`config.mk`:
```
export PLATFORM = sky130hd
export DESIGN_NAME = thermal_alarm
export DESIGN_NICKNAME = d
export VERILOG_FILES = /design/src/thermal_alarm_pkg.sv /design/src/thermal_alarm.sv
export SDC_FILE = /design/constraint.sdc
export NUM_CORES = 1
export LEC_CHECK = 0
export ABC_AREA = 1
export BUFFER_PORTS_ARGS = -buffer_cell sky130_fd_sc_hd__buf_2
export CAP_MARGIN = 20
export CORE_ASPECT_RATIO = 0.8
export CORE_MARGIN = 2
export CORE_UTILIZATION = 24
export DETAILED_ROUTE_END_ITERATION = 7
export GPL_TIMING_DRIVEN = 1
export PLACE_DENSITY_LB_ADDON = 0.12
export SYNTH_ARGS = -nofsm -noshare
export SYNTH_HDL_FRONTEND = slang
export SYNTH_SLANG_ARGS = --single-unit
```
`constraint.sdc`:
```
create_clock -name clk_sys -period 1.9 [get_ports clk_sys]
set_input_delay 0.475 -clock clk_sys [delete_from_list [all_inputs] [get_ports clk_sys]]
set_output_delay 0.475 -clock clk_sys [all_outputs]
set_load 0.1 [all_outputs]
```
`src/thermal_alarm_pkg.sv`:
```
// constants for the thermal alarm output logic and its two-wire register port
// assumes a 25 MHz system clock and a conversion engine outside the block
package thermal_alarm_pkg;
	// system clock
	localparam int CLK_KHZ = 25_000;
	// bus inactivity time-out, minimum hold of scl low
	localparam int TIMEOUT_MS = 25;
	localparam int TIMEOUT_CYC = TIMEOUT_MS * CLK_KHZ;
	// arbitrary default bus address
	localparam logic [6:0] DEV_ADDR_DEF = 7'h48;
	// register pointer values
	localparam logic [2:0] PTR_TEMP = 3'h0;
	localparam logic [2:0] PTR_CONF = 3'h1;
	localparam logic [2:0] PTR_HYST = 3'h2;
	localparam logic [2:0] PTR_OVER = 3'h3;
	localparam logic [2:0] PTR_IDLE = 3'h4;
	// alarm_config field positions
	localparam int CFG_SHUTDOWN = 0;
	localparam int CFG_MODE = 1;
	localparam int CFG_POL = 2;
	localparam int CFG_FQ_LO = 3;
	localparam int CFG_FQ_HI = 4;
	localparam int CFG_WIDTH = 5;
	// reset values
	localparam logic [4:0] CONF_RST = 5'h00;
	localparam logic [8:0] OVER_RST = 9'h0A0;
	localparam logic [8:0] HYST_RST = 9'h096;
	localparam logic [4:0] IDLE_RST = 5'h01;
	localparam logic [10:0] TEMP_RST = 11'h000;
	// fault queue values per code
	localparam logic [2:0] FQ_VAL0 = 3'h1;
	localparam logic [2:0] FQ_VAL1 = 3'h2;
	localparam logic [2:0] FQ_VAL2 = 3'h4;
	localparam logic [2:0] FQ_VAL3 = 3'h6;
	// bit slot index: 0..7 data, 8 acknowledge, 15 waiting for first clock
	localparam logic [3:0] IDX_ACK = 4'h8;
	localparam logic [3:0] IDX_LAST = 4'h7;
	localparam logic [3:0] IDX_PRE = 4'hF;
	typedef enum logic [1:0] {ST_IDLE, ST_ADDR, ST_WRITE, ST_READ} bus_state_t;
endpackage : thermal_alarm_pkg
```
`src/thermal_alarm.sv`:
```
// thermal alarm output logic: limits, fault queue, open-drain alarm, two-wire slave
// assumes conv_done and conv_temp come from logic on clk_sys; scl/sda from pins
// How it works
// - config bit 2 chooses alarm active level: one high, zero low.
// - polarity bit resets to zero, alarm starts active low.
// - config bit 1 chooses mode: one interrupt, zero comparator.
// - mode bit resets to zero, comparator mode after power-up.
// - comparator: assert above overtemp limit, release below hysteresis limit.
// - comparator: register reads and shutdown entry leave alarm untouched.
// - interrupt: alarm set by either crossing stays until any register read.
// - faults judged at conversion end; alarm after programmed consecutive trips.
// - fault count codes 0..3 mean 1, 2, 4, 6 consecutive trips.
// - fault count field resets to zero, one trip is enough.
// - config bit 0 set enters shutdown, cleared resumes periodic measurement.
// - shutdown stops conversions; serial reads and writes keep working.
// - shutdown entry keeps comparator alarm, clears interrupt alarm.
// - register pointer resets to the temperature register.
// - bus inactivity time-out enabled after reset.
// - each byte is eight data clocks plus one acknowledge clock.
// - device pulls data low in its acknowledge slot.
// - read ends with released data line for not-acknowledge, then stop.
// - a read may end after the first byte.
// - comparison uses the nine top bits of temperature data.
`timescale 1ns/10ps
module thermal_alarm #(
	parameter logic [6:0] DEV_ADDR    = thermal_alarm_pkg::DEV_ADDR_DEF,
	parameter int         TIMEOUT_CYC = thermal_alarm_pkg::TIMEOUT_CYC,
	parameter bit         TIMEOUT_EN  = 1'b1
) (
	input  wire logic        clk_sys,
	input  wire logic        nrst,
	input  wire logic        scl_i,
	input  wire logic        sda_i,
	output logic             sda_o,
	output logic             sda_oe,
	output logic             os_o,
	output logic             os_oe,
	output logic             conv_en,
	input  wire logic        conv_done,
	input  wire logic [10:0] conv_temp,
	output logic [4:0]       idle_period
);
	import thermal_alarm_pkg::*;

	logic                 scl_m, scl_s, scl_d;
	logic                 sda_m, sda_s, sda_d;
	logic                 scl_rise, scl_fall, start_seen, stop_seen;
	bus_state_t           st;
	logic [3:0]           bit_idx;
	logic [7:0]           shreg, tx, wr_byte;
	logic                 addr_hit, rw_bit, ack_drive, host_ack, rd_lsb;
	logic [1:0]           byte_n;
	logic [2:0]           ptr, fcnt, fq_val;
	logic                 wr_stb, wr_lsb, reg_read, tmo, sd_enter;
	logic [19:0]          tmo_cnt;
	logic [CFG_WIDTH-1:0] conf;
	logic [8:0]           over_lim, hyst_lim, t9;
	logic [4:0]           idle_reg;
	logic [10:0]          temp_reg;
	logic                 side, pend, trip, alarm_act, next_sda_low;

	function automatic logic [7:0] rd_byte(input logic [2:0] p, input logic lsb);
		logic [7:0] b;
		b = 8'h00;
		unique case (p)
			PTR_TEMP: b = lsb ? {temp_reg[2:0], 5'h00} : temp_reg[10:3];
			PTR_CONF: b = {3'h0, conf};
			PTR_HYST: b = lsb ? {hyst_lim[0], 7'h00} : hyst_lim[8:1];
			PTR_OVER: b = lsb ? {over_lim[0], 7'h00} : over_lim[8:1];
			PTR_IDLE: b = {3'h0, idle_reg};
			default:  b = 8'h00;
		endcase
		return b;
	endfunction : rd_byte

	// pins cross into clk_sys; third stage only for edge finding
	always_ff @(posedge clk_sys) begin
		if (!nrst) begin
			scl_m <= 1'b1;
			scl_s <= 1'b1;
			scl_d <= 1'b1;
			sda_m <= 1'b1;
			sda_s <= 1'b1;
			sda_d <= 1'b1;
		end else begin
			scl_m <= scl_i;
			scl_s <= scl_m;
			scl_d <= scl_s;
			sda_m <= sda_i;
			sda_s <= sda_m;
			sda_d <= sda_s;
		end
	end
	assign scl_rise   = scl_s & ~scl_d;
	assign scl_fall   = ~scl_s & scl_d;
	assign start_seen = scl_s & scl_d & sda_d & ~sda_s;
	assign stop_seen  = scl_s & scl_d & ~sda_d & sda_s;
	always_ff @(posedge clk_sys) begin
		if (!nrst) begin
			tmo_cnt <= 20'h0_0000;
			tmo     <= 1'b0;
		end else if (TIMEOUT_EN && st != ST_IDLE && !scl_s) begin
			tmo     <= (tmo_cnt == 20'(TIMEOUT_CYC - 1));
			tmo_cnt <= (tmo_cnt == 20'(TIMEOUT_CYC - 1)) ? 20'h0_0000 : tmo_cnt + 20'h0_0001;
		end else begin
			tmo_cnt <= 20'h0_0000;
			tmo     <= 1'b0;
		end
	end

	// byte engine; every transfer is 8 data slots then one ack slot
	always_ff @(posedge clk_sys) begin
		if (!nrst) begin
			st        <= ST_IDLE;
			bit_idx   <= IDX_PRE;
			shreg     <= 8'h00;
			tx        <= 8'hFF;
			addr_hit  <= 1'b0;
			rw_bit    <= 1'b0;
			ack_drive <= 1'b0;
			host_ack  <= 1'b0;
			byte_n    <= 2'h0;
			rd_lsb    <= 1'b0;
			ptr       <= PTR_TEMP;
			wr_stb    <= 1'b0;
			wr_lsb    <= 1'b0;
			wr_byte   <= 8'h00;
			reg_read  <= 1'b0;
		end else begin
			wr_stb   <= 1'b0;
			reg_read <= 1'b0;
			if (start_seen) begin
				st        <= ST_ADDR;
				bit_idx   <= IDX_PRE;
				ack_drive <= 1'b0;
			end else if (stop_seen || tmo) begin
				st        <= ST_IDLE;
				ack_drive <= 1'b0;
			end else if (st != ST_IDLE && scl_rise) begin
				// eight data clocks then ack clock
				if (bit_idx <= IDX_LAST)
					shreg <= {shreg[6:0], sda_s};
				else if (bit_idx == IDX_ACK)
					host_ack <= ~sda_s;
			end else if (st != ST_IDLE && scl_fall) begin
				if (bit_idx == IDX_PRE) begin
					bit_idx <= 4'h0;
				end else if (bit_idx == IDX_LAST) begin
					bit_idx <= IDX_ACK;
					unique case (st)
						ST_ADDR: begin
							addr_hit  <= (shreg[7:1] == DEV_ADDR);
							rw_bit    <= shreg[0];
							ack_drive <= (shreg[7:1] == DEV_ADDR);
						end
						ST_WRITE: begin
							ack_drive <= 1'b1;
							if (byte_n == 2'h0) begin
								ptr <= shreg[2:0];
							end else if (byte_n != 2'h3) begin
								wr_stb  <= 1'b1;
								wr_lsb  <= (byte_n == 2'h2);
								wr_byte <= shreg;
							end
							if (byte_n != 2'h3)
								byte_n <= byte_n + 2'h1;
						end
						// released in the master ack slot
						ST_READ: ack_drive <= 1'b0;
						default: ack_drive <= 1'b0;
					endcase
				end else if (bit_idx == IDX_ACK) begin
					bit_idx   <= 4'h0;
					ack_drive <= 1'b0;
					if (st == ST_ADDR) begin
						if (!addr_hit) begin
							st <= ST_IDLE;
						end else if (rw_bit) begin
							st       <= ST_READ;
							tx       <= rd_byte(ptr, 1'b0);
							rd_lsb   <= 1'b1;
							reg_read <= 1'b1;
						end else begin
							st     <= ST_WRITE;
							byte_n <= 2'h0;
						end
					end else if (st == ST_READ) begin
						// host ack asks for the next byte
						if (host_ack) begin
							tx     <= rd_byte(ptr, rd_lsb);
							rd_lsb <= ~rd_lsb;
						end else begin
							// read may stop after any byte
							st <= ST_IDLE;
						end
					end
				end else begin
					bit_idx <= bit_idx + 4'h1;
					if (st == ST_READ)
						tx <= {tx[6:0], 1'b1};
				end
			end
		end
	end
	always_comb begin
		next_sda_low = 1'b0;
		if (bit_idx == IDX_ACK && ack_drive)
			next_sda_low = 1'b1;
		else if (st == ST_READ && bit_idx <= IDX_LAST)
			next_sda_low = ~tx[7];
	end
	always_ff @(posedge clk_sys) begin
		if (!nrst) begin
			sda_oe <= 1'b0;
			sda_o  <= 1'b0;
		end else begin
			sda_oe <= next_sda_low;
			sda_o  <= 1'b0;
		end
	end
	// register writes
	always_ff @(posedge clk_sys) begin
		if (!nrst) begin
			conf     <= CONF_RST;
			over_lim <= OVER_RST;
			hyst_lim <= HYST_RST;
			idle_reg <= IDLE_RST;
			sd_enter <= 1'b0;
		end else begin
			sd_enter <= 1'b0;
			if (wr_stb) begin
				unique case (ptr)
					PTR_CONF: begin
						if (!wr_lsb) begin
							conf     <= wr_byte[CFG_WIDTH-1:0];
							sd_enter <= wr_byte[CFG_SHUTDOWN] & ~conf[CFG_SHUTDOWN];
						end
					end
					PTR_OVER: begin
						if (wr_lsb)
							over_lim[0] <= wr_byte[7];
						else
							over_lim[8:1] <= wr_byte;
					end
					PTR_HYST: begin
						if (wr_lsb)
							hyst_lim[0] <= wr_byte[7];
						else
							hyst_lim[8:1] <= wr_byte;
					end
					PTR_IDLE: begin
						if (!wr_lsb)
							idle_reg <= wr_byte[4:0];
					end
					default: begin
					end
				endcase
			end
		end
	end

	assign conv_en     = ~conf[CFG_SHUTDOWN];
	assign idle_period = idle_reg;
	always_ff @(posedge clk_sys) begin
		if (!nrst)
			temp_reg <= TEMP_RST;
		else if (conv_done && conv_en)
			temp_reg <= conv_temp;
	end
	always_comb begin
		unique case (conf[CFG_FQ_HI:CFG_FQ_LO])
			2'h0: fq_val = FQ_VAL0;
			2'h1: fq_val = FQ_VAL1;
			2'h2: fq_val = FQ_VAL2;
			2'h3: fq_val = FQ_VAL3;
		endcase
	end
	assign t9 = conv_temp[10:2];
	// above limit when inactive, below hysteresis when active
	assign trip = side ? ($signed(t9) < $signed(hyst_lim)) : ($signed(t9) > $signed(over_lim));
	always_ff @(posedge clk_sys) begin
		if (!nrst) begin
			side <= 1'b0;
			fcnt <= 3'h0;
		end else if (conv_done && conv_en) begin
			if (trip) begin
				if (fcnt + 3'h1 >= fq_val) begin
					side <= ~side;
					fcnt <= 3'h0;
				end else begin
					fcnt <= fcnt + 3'h1;
				end
			end else begin
				fcnt <= 3'h0;
			end
		end
	end

	// pending cleared by read or shutdown; new event wins
	always_ff @(posedge clk_sys) begin
		if (!nrst)
			pend <= 1'b0;
		else if (conv_done && conv_en && trip && (fcnt + 3'h1 >= fq_val))
			pend <= 1'b1;
		else if (reg_read || sd_enter)
			pend <= 1'b0;
	end
	assign alarm_act = conf[CFG_MODE] ? pend : side;
	// polarity: pin pulled low when at its active-low or idle-low level
	always_ff @(posedge clk_sys) begin
		if (!nrst) begin
			os_oe <= 1'b0;
			os_o  <= 1'b0;
		end else begin
			os_oe <= conf[CFG_POL] ? ~alarm_act : alarm_act;
			os_o  <= 1'b0;
		end
	end

endmodule : thermal_alarm

```
==> results.yml <==
routing:
  wl_met3_um: 504
  num_vias: 5271
  vias_per_cell: 4.47
  wl_met1_mm: 8.85
  ant_nets: 0
  highest_layer: "met4"
  drc: 0
  finalWirelength_mm: 16.7
  dr.pass1.iters: 5
  drt-initial-drc-count: 332
  wl_per_cell_um: 14.2
  wl_met2_mm: 7.18
finish:
  antenna_cells: 0
  final_common_cell: "nand2_1"
  syn_to_final_growth_pct: 28.5
  utilization_pct: 31.6
  drive_gt1_share_pct: 20.4
  final_cell_mix: "116 x nand2_1, 112 x dfxtp_1, 108 x inv_1"
  finalNetCount: 904
  largest_register_ffs: 20
timing:
  finalHoldViolCount: 0
  finalMaxSlewViolations: 0
  setup_viol: 0
  finalCriticalPeriod_ns: 1.82
  finClkSkew_ns: 0.0119
  fmax_mhz: 550
  grt_setup_unrepaired: "true"
  period_share_pct: 95.8
cts:
  ctsHoldBuffers: 0
  insertion_delay_ns: 0.42
  clock-sinks: 117
  clk_path_buf_depth: 2
  clk_pin_slew_ns: 0.06
  cts_made_buffers: 17
  cts_tree: "done"
  clockRootBuffer: "clkbuf_16"
  cts_max_level: 4
worst_setup_path:
  cp.arrival_ns: 1.34
  path_max_fanout: 3
  cp-start-kind: "register"
  end_kind: "output port"
  worstSetupPathType: "reg2out"
  critPathRequiredTime_ns: 1.42
floorplan:
  rows: 50
  core_um2: 23500
  die_h_um: 143
  die_w_um: 177
  start_util_pct: 24.6
  pin_count: 26
  dieArea_um2: 25300
run_status:
  status: "finished clean"
hold_path:
  min_path_type: "in2reg"
grt:
  grt_pass1_wl_mm: 26.5
  antenna_found_initial: 0
  first_global_vias: 4899
  gr-total-overflow: 0
  track_usage_pct: 13.7
  grt_max_degree: 50
synth:
  yosysSeqAreaShare_pct: 40.5
  synth_cells: 781
  yosys_register_bits: 117
  yosysWarnings: 0
  syn_avg_cell_area_um2: 7.40
  netlist_area_um2: 5780
  synth.distinct_cells: 46
power:
  total_power_w: 0.00645
  ir_drop_v: 0.000633
  powerDensity_nw_per_um2: 869
  p_leak_nw: 3.11
job:
  cap_violations: 0
placement:
  place.gp.congestion: 0.788
  place.port_buffers: 23
  dp.final_hpwl_mm: 12.3
==> worst max-delay path, stage by stage (launching register included) <==
cell and delay, ns:
dfxtp_1 0.32, inv_1 0.15, buf_2 0.46
==> cell type report <==
class | count | area (um^2)
fill | 2552 | 16100
clock buffer | 21 | 480
multi-input combinational | 522 | 3020
tap | 312 | 390
timing repair buffer | 74 | 536
inverter | 125 | 474
sequential | 117 | 2350
clock inverter | 9 | 174
==> cells by family (layout without fill, tap and decap cells) <==
family	after synthesis	in the layout	synth area share, %
AO/OA/AOI/OAI	199	199	18.8
XOR/XNOR	4	4	0.606
adder cells (fa/ha/maj)	31	31	6.71
buffers and inverters	144	229	9.70
flip-flops	117	117	40.5
other	1	2	0.0649
AND/OR/NAND/NOR	285	286	23.6
==> per-stage QoR <==
stage	hold WS, ns	cell area (um^2)	setup TNS, ns	std cells	setup slack [ns]
floorplan	0.393	5780	0	782	0.0104
global placement	0.395	6540	-0.585	1138	-0.107
detailed placement	0.402	6540	-0.663	1138	-0.146
CTS	0.223	7240	-0.00859	1170	-0.00859
global route	0.230	7430	-0.0205	1180	-0.0118
finish	0.239	7430	0	1180	0.0806
==> layer usage <==
metal / vias up / global-route usage (%)
met1: 2431 / 19.6
li1: 2767 / -
met5: - / 0
met3: 15 / 3.12
met2: 58 / 20.4
met4: 0 / 4.01
==> worst paths after layout <==
| check | from | to | slack [ns] | cells past startpoint |
|---|---|---|---|---|
| max | conf[0] | conv_en | 0.08 | 2 |
| min | scl_i | scl_m | 0.24 | 2 |
| max reg2reg | st[1] | tx[6] | 0.09 | 10 |
| min reg2reg | sda_m | sda_s | 0.41 | 1 |
==> cell usage after synthesis (all sizes together) <==
library cell	count	area, um^2
xnor2	1	8.76
o221ai	3	26.3
o31ai	1	7.51
dfxtp	117	2340
clkinv	2	8.75
o21a	3	22.5
o21ai	83	415
nand4	16	100
nand3b	1	7.51
buf	6	41.3
or2	5	31.3
conb	1	3.75
clkbuf	13	48.8
a32oi	1	8.76
nor3b	4	30.0
nor3	15	119
a31oi	7	43.8
a211oi	2	15.0
ha	31	388
o21bai	2	18.8
nor4b	1	15.0
nor4	10	68.8
nor2	75	324
xor2	3	26.3
a21oi	79	399
inv	123	462
nand2	122	468
or3	1	6.26
o22ai	4	25.0
nand3	35	193
o211ai	14	105
==> power breakdown <==
part	switching, W	leakage, nW	internal [W]
Sequential	0.0000192	0.950	0.00248
Combinational	0.000205	1.84	0.000111
Clock	0.00118	0.325	0.00245
==> timing repair <==
item,in CTS,in global routing
cloned,0,1
setup endpoints to repair,9,40
resized for setup,8,32
buffers inserted,2,9
pin swaps,7,11
No activity file was read; power rests on OpenSTA's default activity.
